<file path="src/rtl/uesf_consts.vh">
// Register indices, bit positions and reset values of the endpoint status block
`ifndef UESF_CONSTS_VH
`define UESF_CONSTS_VH
// Register indices (byte address is four times the index)
`define UESF_A_EVENT 8'he8
`define UESF_A_SELECT 8'he9
`define UESF_A_CFG0 8'hea
`define UESF_A_CFG1 8'heb
`define UESF_A_IEN 8'hec
`define UESF_A_CTRL 8'hed
`define UESF_A_STA0 8'hee
`define UESF_A_STA1 8'hef
// Event register bits
`define UESF_B_HAND 7
`define UESF_B_NAKIN 6
`define UESF_B_NAKOUT 4
`define UESF_B_SETUP 3
`define UESF_B_OUTRX 2
`define UESF_B_STALLED 1
`define UESF_B_TXRDY 0
// Status and control bits
`define UESF_B_OVF 6
`define UESF_B_UNF 5
`define UESF_B_FLOW_EN 7
`define UESF_B_CLAIM 1
`define UESF_B_STALL_SET 5
`define UESF_B_STALL_CLR 4
`define UESF_B_TOG_RST 3
// Endpoint type codes
`define UESF_T_CONTROL 2'b00
`define UESF_T_ISO 2'b01
// Reset values
`define UESF_RST_BYTE 8'h00
`define UESF_RST_SEL 3'h0
// Buffer capacity in bytes, smallest bank in bytes
`define UESF_CAPACITY 176
`define UESF_MIN_BANK 9'h008
`endif

</file>
<file path="src/rtl/uesf_avs.v">
// Avalon-MM slave front end with one wait state
`timescale 1ns/1ps
`include "uesf_consts.vh"
module uesf_avs (
	// Clock and reset
	input wire sys_clk_i,
	input wire reset_i,
	// Avalon-MM side
	input wire avs_read_i,
	input wire avs_write_i,
	input wire [3:0] avs_byteenable_i,
	output wire avs_waitrequest_o,
	output reg [31:0] avs_readdata_o,
	// Register file side
	input wire [7:0] rd_data_i,
	output wire wr_stb_o
);
	reg ack_r;

	// Second cycle of every request completes it
	always @(posedge sys_clk_i) begin
		if (reset_i) begin
			ack_r <= 1'b0;
			avs_readdata_o <= 32'h0000_0000;
		end else begin
			ack_r <= (avs_read_i | avs_write_i) & ~ack_r;
			if (avs_read_i & ~ack_r)
				avs_readdata_o <= {24'h00_0000, rd_data_i}; // Upper bits read zero
		end
	end

	// Handshake and write strobe on the completing edge
	assign avs_waitrequest_o = (avs_read_i | avs_write_i) & ~ack_r;
	assign wr_stb_o = avs_write_i & ack_r & avs_byteenable_i[0];
endmodule

</file>
<file path="src/rtl/uesf_memory_claim.v">
// Endpoint memory allocator with capacity check
`timescale 1ns/1ps
`include "uesf_consts.vh"
module uesf_memory_claim #(
	parameter NUM_EP = 5,
	parameter [10:0] CAPACITY = `UESF_CAPACITY
) (
	// Clock and reset
	input wire sys_clk_i,
	input wire reset_i,
	// Requests
	input wire claim_i,
	input wire free_i,
	input wire [2:0] ep_i,
	input wire [2:0] size_i,
	input wire [1:0] bank_i,
	// Result
	output reg fit_vld_o,
	output reg fit_o
);
	reg [8:0] amt_r [0:NUM_EP-1];
	reg [10:0] others;
	reg [8:0] req;
	reg ok;
	integer k;
	integer j;

	// Requested amount and memory held by the other endpoints
	always @*begin
		others = 11'h000;
		for (k = 0; k < NUM_EP; k = k + 1)
			if (k != ep_i)
				others = others + {2'b00, amt_r[k]};
		req = (`UESF_MIN_BANK << size_i[1:0]) << bank_i[0];
		ok = ~size_i[2] & ~bank_i[1] & (others + {2'b00, req} <= CAPACITY);
	end

	// Reserve on claim, release on free
	always @(posedge sys_clk_i) begin
		if (reset_i) begin
			for (j = 0; j < NUM_EP; j = j + 1)
				amt_r[j] <= 9'h000;
			fit_vld_o <= 1'b0;
			fit_o <= 1'b0;
		end else begin
			fit_vld_o <= claim_i;
			if (claim_i) begin
				fit_o <= ok;
				amt_r[ep_i] <= ok ? req : 9'h000;
			end else if (free_i) begin
				amt_r[ep_i] <= 9'h000;
			end
		end
	end
endmodule

</file>
<file path="src/rtl/uesf_top.v">
// Per-endpoint status, bank hand-off and event flags with register access
//
// Register access over Avalon-MM was chosen for this implementation.
`timescale 1ns/1ps
`include "uesf_consts.vh"
// Functional notes
// - Claim bit set reserves size times bank count for selected endpoint.
// - Claim bit cleared releases the selected endpoint's memory.
// - Every claim updates the fits flag from the capacity check.
// - Iso overrun sets a flag; zero write clears; flow enable gates interrupt.
// - Iso starve sets a flag; zero write clears; flow enable gates interrupt.
// - Toggle field: 00 DATA0, 01 DATA1; last OUT received or next IN.
// - Busy bank count 0, 1 or 2 of loaded or received banks.
// - SETUP reception records direction of the following packet.
// - Active bank index reports bank 0 or bank 1.
// - Hand-off bit accepts only zero writes; ones are ignored.
// - OUT/control: packet sets hand-off and received flag; zero releases bank.
// - IN: free bank sets hand-off and transmit-ready; zero commits bank.
// - NAK sent to IN sets a flag; zero write clears it.
// - Access allowed when IN bank has room or OUT bank has data.
// - Access allowed held low during stall request or flow error.
// - NAK sent to OUT sets a flag; zero write clears it.
// - Error-free SETUP sets setup flag; zero write clears it.
// - OUT endpoints: bit 2 is the received flag, zero write clears.
// - IN endpoints: writing one to bit 2 cancels the last loaded bank.
// - STALL sent or iso OUT CRC error sets stall flag; zero clears.
// - All endpoint registers act on the selected endpoint number.
// - Transmit-ready set when current IN bank is free; zero clears.
// - Flow interrupt needs flow enable, global enable and the flag.
module uesf_top #(
	parameter NUM_EP = 5
) (
	// Clock and reset
	input wire sys_clk_i,
	input wire reset_i,
	// Avalon-MM register bus (word index address)
	input wire [7:0] avs_address_i,
	input wire avs_read_i,
	input wire avs_write_i,
	input wire [31:0] avs_writedata_i,
	input wire [3:0] avs_byteenable_i,
	output wire avs_waitrequest_o,
	output wire [31:0] avs_readdata_o,
	// USB engine events, same clock, one-cycle pulses
	input wire [2:0] ev_ep_i,
	input wire ev_overflow_i,
	input wire ev_underflow_i,
	input wire ev_nak_in_i,
	input wire ev_nak_out_i,
	input wire ev_setup_i,
	input wire ev_setup_dir_i,
	input wire ev_out_pkt_i,
	input wire ev_out_toggle_i,
	input wire ev_in_sent_i,
	input wire ev_stall_sent_i,
	input wire ev_iso_crc_i,
	// Data path levels per endpoint
	input wire [NUM_EP-1:0] bank_full_i,
	input wire [NUM_EP-1:0] bank_empty_i,
	input wire irq_global_en_i,
	// Outputs to the controller
	output wire [2:0] endpoint_select_o,
	output wire [NUM_EP-1:0] stall_request_o,
	output wire [NUM_EP-1:0] ep_irq_o,
	output wire [NUM_EP-1:0] bank_commit_o,
	output wire [NUM_EP-1:0] cancel_loaded_bank_o
);
	reg [2:0] endpoint_select_r;
	reg [7:0] rd_mux;
	wire wr_stb;
	wire [7:0] wd;
	wire [NUM_EP*8-1:0] ev_bus;
	wire [NUM_EP*8-1:0] sta0_bus;
	wire [NUM_EP*8-1:0] sta1_bus;
	wire [NUM_EP*8-1:0] cfg0_bus;
	wire [NUM_EP*8-1:0] cfg1_bus;
	wire [NUM_EP*8-1:0] ien_bus;
	wire [NUM_EP*8-1:0] ctrl_bus;
	wire [NUM_EP-1:0] fits_bus;
	wire wr_cfg1;
	wire claim_set;
	wire claim_clr;
	wire fit_vld;
	wire fit;
	reg [2:0] fit_ep_r;
	wire [NUM_EP-1:0] claim_bus;

	assign wd = avs_writedata_i[7:0];
	assign endpoint_select_o = endpoint_select_r;

	// Bus front end
	uesf_avs u_avs (
		.sys_clk_i(sys_clk_i),
		.reset_i(reset_i),
		.avs_read_i(avs_read_i),
		.avs_write_i(avs_write_i),
		.avs_byteenable_i(avs_byteenable_i),
		.avs_waitrequest_o(avs_waitrequest_o),
		.avs_readdata_o(avs_readdata_o),
		.rd_data_i(rd_mux),
		.wr_stb_o(wr_stb)
	);

	// Claim edges of the selected endpoint
	assign wr_cfg1 = wr_stb & (avs_address_i == `UESF_A_CFG1);
	assign claim_set = wr_cfg1 & wd[`UESF_B_CLAIM];
	assign claim_clr = wr_cfg1 & ~wd[`UESF_B_CLAIM] & claim_bus[endpoint_select_r];

	// Memory allocator
	uesf_memory_claim #(
		.NUM_EP(NUM_EP)
	) u_memory_claim (
		.sys_clk_i(sys_clk_i),
		.reset_i(reset_i),
		.claim_i(claim_set),
		.free_i(claim_clr),
		.ep_i(endpoint_select_r),
		.size_i(wd[6:4]),
		.bank_i(wd[3:2]),
		.fit_vld_o(fit_vld),
		.fit_o(fit)
	);

	// Endpoint select register and claim target
	always @(posedge sys_clk_i) begin
		if (reset_i) begin
			endpoint_select_r <= `UESF_RST_SEL;
			fit_ep_r <= `UESF_RST_SEL;
		end else begin
			if (wr_stb & (avs_address_i == `UESF_A_SELECT))
				endpoint_select_r <= wd[2:0];
			if (claim_set)
				fit_ep_r <= endpoint_select_r;
		end
	end

	// Read mux of the selected endpoint
	always @*begin
		case (avs_address_i)
			`UESF_A_SELECT: rd_mux = {5'h00, endpoint_select_r};
			`UESF_A_EVENT: rd_mux = ev_bus[endpoint_select_r*8 +: 8];
			`UESF_A_STA0: rd_mux = sta0_bus[endpoint_select_r*8 +: 8];
			`UESF_A_STA1: rd_mux = sta1_bus[endpoint_select_r*8 +: 8];
			`UESF_A_CFG0: rd_mux = cfg0_bus[endpoint_select_r*8 +: 8];
			`UESF_A_CFG1: rd_mux = cfg1_bus[endpoint_select_r*8 +: 8];
			`UESF_A_IEN: rd_mux = ien_bus[endpoint_select_r*8 +: 8];
			`UESF_A_CTRL: rd_mux = ctrl_bus[endpoint_select_r*8 +: 8];
			default: rd_mux = 8'h00;
		endcase
	end

	genvar i;
	generate
		for (i = 0; i < NUM_EP; i = i + 1) begin : g_ep
			reg [1:0] type_r;
			reg dir_r;
			reg [2:0] size_r;
			reg [1:0] bank_r;
			reg claim_r;
			reg [7:0] ien_r;
			reg stall_r;
			reg config_fits_flag_r;
			reg ovf_r;
			reg unf_r;
			reg tog_r;
			reg [1:0] busy_r;
			reg cur_r;
			reg cdir_r;
			reg hand_r;
			reg nakin_r;
			reg nakout_r;
			reg setup_r;
			reg outrx_r;
			reg stalled_r;
			reg txrdy_r;
			reg [1:0] busy_nxt;
			reg hand_nxt;
			reg cur_nxt;
			wire sel;
			wire hit;
			wire is_ctl;
			wire is_in;
			wire is_iso;
			wire two;
			wire wr_ev;
			wire wr_sta0;
			wire pkt;
			wire rel;
			wire kill;
			wire sent;
			wire access_allowed_flag;
			wire [7:0] flags;

			assign sel = (endpoint_select_r == i);
			assign hit = (ev_ep_i == i);
			assign is_ctl = (type_r == `UESF_T_CONTROL);
			assign is_in = dir_r & ~is_ctl;
			assign is_iso = (type_r == `UESF_T_ISO);
			assign two = bank_r[0];
			assign wr_ev = wr_stb & sel & (avs_address_i == `UESF_A_EVENT);
			assign wr_sta0 = wr_stb & sel & (avs_address_i == `UESF_A_STA0);

			// Bank traffic of this endpoint
			assign pkt = ~is_in & hit & (ev_out_pkt_i | (is_ctl & ev_setup_i));
			assign rel = wr_ev & ~wd[`UESF_B_HAND] & hand_r;
			assign kill = is_in & wr_ev & wd[`UESF_B_OUTRX] & (busy_r != 2'b00);
			assign sent = is_in & hit & ev_in_sent_i & (busy_r != 2'b00);

			// Next bank count, index and hand-off
			always @*begin
				busy_nxt = busy_r;
				cur_nxt = cur_r;
				hand_nxt = hand_r;
				if (is_in) begin
					if (rel & ~kill & ~sent)
						busy_nxt = busy_r + 2'b01;
					else if (~rel & (kill ^ sent))
						busy_nxt = busy_r - 2'b01;
					else if (~rel & kill & sent)
						busy_nxt = busy_r - 2'b10;
					if (two & (rel ^ kill))
						cur_nxt = ~cur_r;
					hand_nxt = claim_r & (busy_nxt < (two ? 2'b10 : 2'b01));
				end else begin
					if (pkt & ~rel & (busy_r < (two ? 2'b10 : 2'b01)))
						busy_nxt = busy_r + 2'b01;
					else if (rel & ~pkt)
						busy_nxt = busy_r - 2'b01;
					if (rel & two & ~is_ctl)
						cur_nxt = ~cur_r;
					hand_nxt = pkt | (hand_r & ~rel) | (rel & (busy_nxt != 2'b00));
				end
			end

			// Allowed access for non-control endpoints
			assign access_allowed_flag = ~is_ctl & ~stall_r & ~ovf_r & ~unf_r & hand_r
				& (is_in ? ~bank_full_i[i] : ~bank_empty_i[i]);

			assign flags = {hand_r, nakin_r, access_allowed_flag, nakout_r, setup_r, outrx_r, stalled_r,
				txrdy_r};

			// Endpoint state
			always @(posedge sys_clk_i) begin
				if (reset_i) begin
					type_r <= 2'b00;
					dir_r <= 1'b0;
					size_r <= 3'h0;
					bank_r <= 2'b00;
					claim_r <= 1'b0;
					ien_r <= `UESF_RST_BYTE;
					stall_r <= 1'b0;
					config_fits_flag_r <= 1'b0;
					ovf_r <= 1'b0;
					unf_r <= 1'b0;
					tog_r <= 1'b0;
					busy_r <= 2'b00;
					cur_r <= 1'b0;
					cdir_r <= 1'b0;
					hand_r <= 1'b0;
					nakin_r <= 1'b0;
					nakout_r <= 1'b0;
					setup_r <= 1'b0;
					outrx_r <= 1'b0;
					stalled_r <= 1'b0;
					txrdy_r <= 1'b0;
				end else begin
					// Configuration writes
					if (wr_stb & sel & (avs_address_i == `UESF_A_CFG0)) begin
						type_r <= wd[7:6];
						dir_r <= wd[0];
					end
					if (wr_cfg1 & sel) begin
						size_r <= wd[6:4];
						bank_r <= wd[3:2];
						claim_r <= wd[`UESF_B_CLAIM];
					end
					if (wr_stb & sel & (avs_address_i == `UESF_A_IEN))
						ien_r <= {wd[7:6], 1'b0, wd[4:0]};
					if (fit_vld & (fit_ep_r == i))
						config_fits_flag_r <= fit;
					// Stall request, cleared by clear write, STALL sent or new SETUP, set by write
					if (wr_stb & sel & (avs_address_i == `UESF_A_CTRL) & wd[`UESF_B_STALL_SET])
						stall_r <= 1'b1;
					else if ((wr_stb & sel & (avs_address_i == `UESF_A_CTRL)
						& wd[`UESF_B_STALL_CLR]) | (hit & (ev_stall_sent_i | ev_setup_i)))
						stall_r <= 1'b0;
					// Flow errors
					ovf_r <= (ovf_r & ~(wr_sta0 & ~wd[`UESF_B_OVF]))
						| (is_iso & hit & ev_overflow_i);
					unf_r <= (unf_r & ~(wr_sta0 & ~wd[`UESF_B_UNF]))
						| (is_iso & hit & ev_underflow_i);
					// Data toggle
					if (wr_stb & sel & (avs_address_i == `UESF_A_CTRL) & wd[`UESF_B_TOG_RST])
						tog_r <= 1'b0;
					else if (~is_in & hit & ev_out_pkt_i)
						tog_r <= ev_out_toggle_i;
					else if (sent)
						tog_r <= ~tog_r;
					if (hit & ev_setup_i)
						cdir_r <= ev_setup_dir_i;
					// Banks
					busy_r <= busy_nxt;
					cur_r <= cur_nxt;
					hand_r <= hand_nxt;
					// Event flags, set wins over the acknowledging zero write
					nakin_r <= (nakin_r & ~(wr_ev & ~wd[`UESF_B_NAKIN]))
						| (hit & ev_nak_in_i);
					nakout_r <= (nakout_r & ~(wr_ev & ~wd[`UESF_B_NAKOUT]))
						| (hit & ev_nak_out_i);
					setup_r <= (setup_r & ~(wr_ev & ~wd[`UESF_B_SETUP]))
						| (is_ctl & hit & ev_setup_i);
					outrx_r <= (outrx_r & ~(~is_in & wr_ev & ~wd[`UESF_B_OUTRX]))
						| (hit & ~is_in & ev_out_pkt_i);
					stalled_r <= (stalled_r & ~(wr_ev & ~wd[`UESF_B_STALLED]))
						| (hit & (ev_stall_sent_i | (is_iso & ~is_in & ev_iso_crc_i)));
					txrdy_r <= (txrdy_r & ~(wr_ev & ~wd[`UESF_B_TXRDY]))
						| (is_in & hand_nxt & ~hand_r);
				end
			end

			// Register images
			assign ev_bus[i*8 +: 8] = flags;
			assign sta0_bus[i*8 +: 8] = {config_fits_flag_r, ovf_r, unf_r, 1'b0, 1'b0, tog_r, busy_r};
			assign sta1_bus[i*8 +: 8] = {5'h00, cdir_r, 1'b0, cur_r};
			assign cfg0_bus[i*8 +: 8] = {type_r, 5'h00, dir_r};
			assign cfg1_bus[i*8 +: 8] = {1'b0, size_r, bank_r, claim_r, 1'b0};
			assign ien_bus[i*8 +: 8] = ien_r;
			assign ctrl_bus[i*8 +: 8] = {2'b00, stall_r, 5'h00};
			assign fits_bus[i] = config_fits_flag_r;
			assign claim_bus[i] = claim_r;

			// Controller side outputs
			assign stall_request_o[i] = stall_r;
			assign bank_commit_o[i] = is_in & rel;
			assign cancel_loaded_bank_o[i] = kill;
			assign ep_irq_o[i] = irq_global_en_i & (
				(ien_r[`UESF_B_FLOW_EN] & (ovf_r | unf_r))
				| |(ien_r & {1'b0, nakin_r, 1'b0, nakout_r, setup_r, outrx_r, stalled_r,
				txrdy_r}));
		end
	endgenerate
endmodule

</file>
<file path="config.mk">
export PLATFORM = sky130hd
export DESIGN_NAME = uesf_top
export DESIGN_NICKNAME = d
export VERILOG_FILES = /design/src/rtl/uesf_avs.v /design/src/rtl/uesf_memory_claim.v /design/src/rtl/uesf_top.v
export VERILOG_INCLUDE_DIRS = /design/src /design/src/rtl
export SDC_FILE = /design/constraint.sdc
export NUM_CORES = 1
export LEC_CHECK = 0
export ABC_AREA = 0
export BUFFER_PORTS_ARGS = -buffer_cell sky130_fd_sc_hd__buf_2
export CELL_PAD_IN_SITES_DETAIL_PLACEMENT = 1
export CELL_PAD_IN_SITES_GLOBAL_PLACEMENT = 2
export CORE_MARGIN = 2
export CORE_UTILIZATION = 32
export CTS_CLUSTER_SIZE = 16
export DETAILED_ROUTE_END_ITERATION = 12
export GPL_ROUTABILITY_DRIVEN = 0
export PLACE_DENSITY = 0.81
export SLEW_MARGIN = 25
export SYNTH_ARGS = -nofsm -noshare
export SYNTH_HDL_FRONTEND = slang
export SYNTH_SLANG_ARGS = --single-unit
</file>
<file path="constraint.sdc">
create_clock -name sys_clk_i -period 6.55 [get_ports sys_clk_i]
set_input_delay 0.3275 -clock sys_clk_i [delete_from_list [all_inputs] [get_ports sys_clk_i]]
set_output_delay 0.3275 -clock sys_clk_i [all_outputs]
set_load 0.01 [all_outputs]
</file>
==> results by group <==
Outcome
  – Run status: complete, no violations

Drt
  – DRT antenna net count: 0
  – WL final: 57.65 mm
  – Via count: 13.99k
  – Via-to-Cell Ratio: 6.043
  – Wirelength per Cell: 24.90 microns
  – Initial DRC count: 1222
  – # DRC: 0
  – Pre-antenna DRT Iters: 6

Synth
  – Syn Area/Cell: 7.723 sq um
  – Post-Syn Instances: 1730
  – Post-synth EDFFs: 25
  – Yosys cell types: 84
  – Post-synth ARST share: 0
  – Seq cells post-synth: 202
  – Synth warn: 0
  – Synth Flop Type: dfxtp_1
  – Netlist Area Pre-Place: 0.01336 sq mm
  – Seq/Total Area, Yosys: 0.3214

Pwr
  – NetSw: 914.0 uW
  – Max VDD drop: 146.2 uV
  – Pwr dens: 211.9 mW/mm^2
  – Flop pwr share: 0.392
  – Gate power share: 0.147
  – Internal power: 2374 uW
  – LEAKAGE: 0.005423 uW
  – Net Sw Frac: 0.2780
  – Clk pwr share: 0.461

Finish
  – Fill count: 4963
  – # diodes: 0
  – Post-route cell area: 0.01552 sq mm
  – Layout cell share with drive strength beyond 1: 0.1621
  – Layout area overhead: 16.13%
  – Nets: 1892

GRT
  – Number of global-route vias before repair: 13.78k
  – Initial antenna violation count: 1
  – Largest net degree at the start of global routing: 76
  – GRT overflow: 0
  – First-pass GRT wire length: 85.49 mm
  – Total GRT Usage: 0.2545

Die
  – Core footprint: 0.04102 sq mm
  – Io pins: 129
  – Die area: 0.04341 sq mm
  – Die Height: 208.3 microns
  – Starting Density: 0.3258
  – # rows: 74
  – Die span in x: 208.3 microns

Critical path
  – Crit. End Element: register
  – Kind of critical path: register to register
  – Worst setup SP type: register
  – CP max FO: 12
  – Max stage delay cell, worst path: or4b_4
  – Worst Path Buf+Inv: 5
  – Worst path required time: 6940 ps
  – Largest stage delay, worst path: 560 ps
  – CP top delay family: adder cells
  – Critical path data arrival time: 6770 ps

Place
  – PortBufs: 77
  – Setup WS pre-CTS: 42.68 ps
  – Post-place instance area: 0.01418 sq mm
  – Post-DP HPWL: 40.53 mm

Timing
  – Slew headroom: 0.3450
  – Max Slew Vio Count: 0
  – Final min period: 6377 ps
  – Slew of the pin with the lowest slew margin: 981.4 ps
  – PnR worst setup slack: 173.2 ps
  – Final hold vios: 0
  – Tcrit/Tclk final: 0.9736
  – Peak Freq: 156.8 MHz
  – Max Clock Skew: 16.29 ps
  – Final setup fails: 0

Clock network
  – Num CTS Buffers: 26
  – CTS tree: done
  – H-tree depth: 1
  – Worst skew pair latency: 550 ps
  – Hold_buf cts: 0
  – Clock sink count: 202
  – Clock Path Buffers: 3
  – Clk pin slew, worst setup/hold paths: 60 ps
  – Root buffer cell: clkbuf_16

Worst hold path
  – HP Class: input port to register

Flow run
  – Max Cap Viol: 0
==> flip-flops by register name (all words and copies together) (netlist names), 8 cells and up <==
register / cells
g_ep.size_r: 15
g_ep.ien_r: 35
u_memory_claim.amt_r: 25
u_avs.avs_readdata_o: 8
g_ep.busy_r: 10
g_ep.type_r: 10
g_ep.bank_r: 10
==> cells in the mapped netlist (6+ instances only) <==
library cell	instances	area, sq um
xnor2_1	33	289.0
a222oi_1	11	110.1
a22o_1	12	105.1
a21oi_1	215	1076
dfxtp_1	177	3543
and3_1	11	68.82
a31oi_1	16	100.1
o21a_1	9	67.56
a22oi_1	20	150.1
nor3_1	24	120.1
and3b_1	7	61.31
xor2_1	17	148.9
nor2_1	123	461.7
edfxtp_1	25	750.7
a221oi_1	17	148.9
inv_1	42	157.7
nor2b_1	22	137.6
buf_1	11	41.29
a21o_1	13	97.59
o211ai_1	9	67.56
nor4_1	10	62.56
ha_1	50	625.6
clkbuf_1	87	326.6
nand2_1	250	938.4
a211oi_1	18	135.1
o221ai_1	10	87.58
nor3b_2	7	87.58
mux2_2	18	202.7
o31ai_1	11	82.58
nor4bb_1	6	60.06
o21ai_0	127	635.6
mux2i_1	38	380.4
or3_1	10	62.56
nand4_1	13	81.33
nand3b_1	6	45.04
o22ai_1	6	37.54
nand3_1	105	525.5
buf_4	35	262.8
buf_2	11	55.05
==> repair_timing <==
item / in CTS / in global routing
buffers inserted: 0 / 13
setup endpoints to repair: 1 / 26
resized for setup: 1 / 78
gates cloned: 0 / 1
pin swaps: 0 / 31
==> power by group through the flow <==
stage / Combinational (uW) / Sequential, uW / Clock, uW
final: 483 / 1290 / 1520
after CTS: 415 / 1290 / 1530
after floorplan: 290 / 1310 / 0
after detailed placement: 412 / 1320 / 0
after global routing: 521 / 1290 / 1580
after global placement: 398 / 1320 / 0
==> cell usage in the layout, fill, tap and decap left out, types with 28 or more instances in the layout <==
master	n
dfxtp_1	175
nand2_1	246
ha_1	42
inv_1	40
buf_2	76
clkbuf_16	28
nand3_1	105
o21ai_0	121
xnor2_1	30
a21oi_1	189
mux2i_1	36
nor2_1	118
buf_4	45
==> worst register-to-register path: cells and delay by family, from the launching register on <==
kind / cells / cell delay (ps)
adder cells (fa/ha/maj): 6 / 2180
AND/OR/NAND/NOR: 9 / 1590
AO/OA/AOI/OAI: 7 / 940
buffers and inverters: 5 / 570
flip-flops: 1 / 350
XOR/XNOR: 2 / 330
multiplexers: 1 / 280
==> worst paths after layout <==
path | slack [ps] | end | from | cells after the start
min | 120 | u_avs.ack_r | avs_read_i | 3
min reg2reg | 460 | u_avs.avs_readdata_o[3] | u_avs.avs_readdata_o[3] | 2
max | 170 | u_memory_claim.amt_r[4][6] | endpoint_select_o[2] | 30
max reg2reg | 170 | u_memory_claim.amt_r[4][6] | endpoint_select_o[2] | 30
==> layout make-up <==
cell class,instances,area [sq um],share of cell area
sequential,202,4302,0.2772
inverter,47,176.4,0.01137
clock buffer,36,719.4,0.04636
clock inverter,11,158.9,0.01024
tap,532,665.6,0.04290
multi-input combinational,1360,8678,0.5593
timing repair buffer,127,817.0,0.05265
==> layer usage <==
layer  track usage  wire length [microns]  vias up
li1              -                      -     6303
met4       0.07988                   1839        0
met2        0.4024                  26100      588
met1        0.3496                  24820     6983
met3       0.04785                   4880      115
met5             0                      0        -
==> cells by family after synthesis <==
| logic type | Yosys count | synth area share |
|---|---|---|
| AND/OR/NAND/NOR | 635 | 0.2314 |
| AO/OA/AOI/OAI | 535 | 0.2451 |
| flip-flops | 202 | 0.3214 |
| buffers and inverters | 191 | 0.06452 |
| multiplexers | 59 | 0.04869 |
| adder cells (fa/ha/maj) | 57 | 0.05590 |
| XOR/XNOR | 50 | 0.03277 |
| other | 1 | 0.0002807 |
==> stage by stage <==
stage | utilization | std cells | hold slack, ps | TNS, ps | total power [uW]
final | 0.3783 | 2315 | 118.9 | 0 | 3288
after global routing | 0.3783 | 2315 | 155.8 | -1432 | 3393
after CTS | 0.3672 | 2301 | 111.1 | 0 | 3232
after detailed placement | 0.3456 | 2254 | 450.0 | 0 | 1728
after global placement | 0.3456 | 2254 | 441.6 | 0 | 1713
after floorplan | - | 1753 | 436.0 | 0 | 1596
No activity file was read; power rests on OpenSTA's default activity.
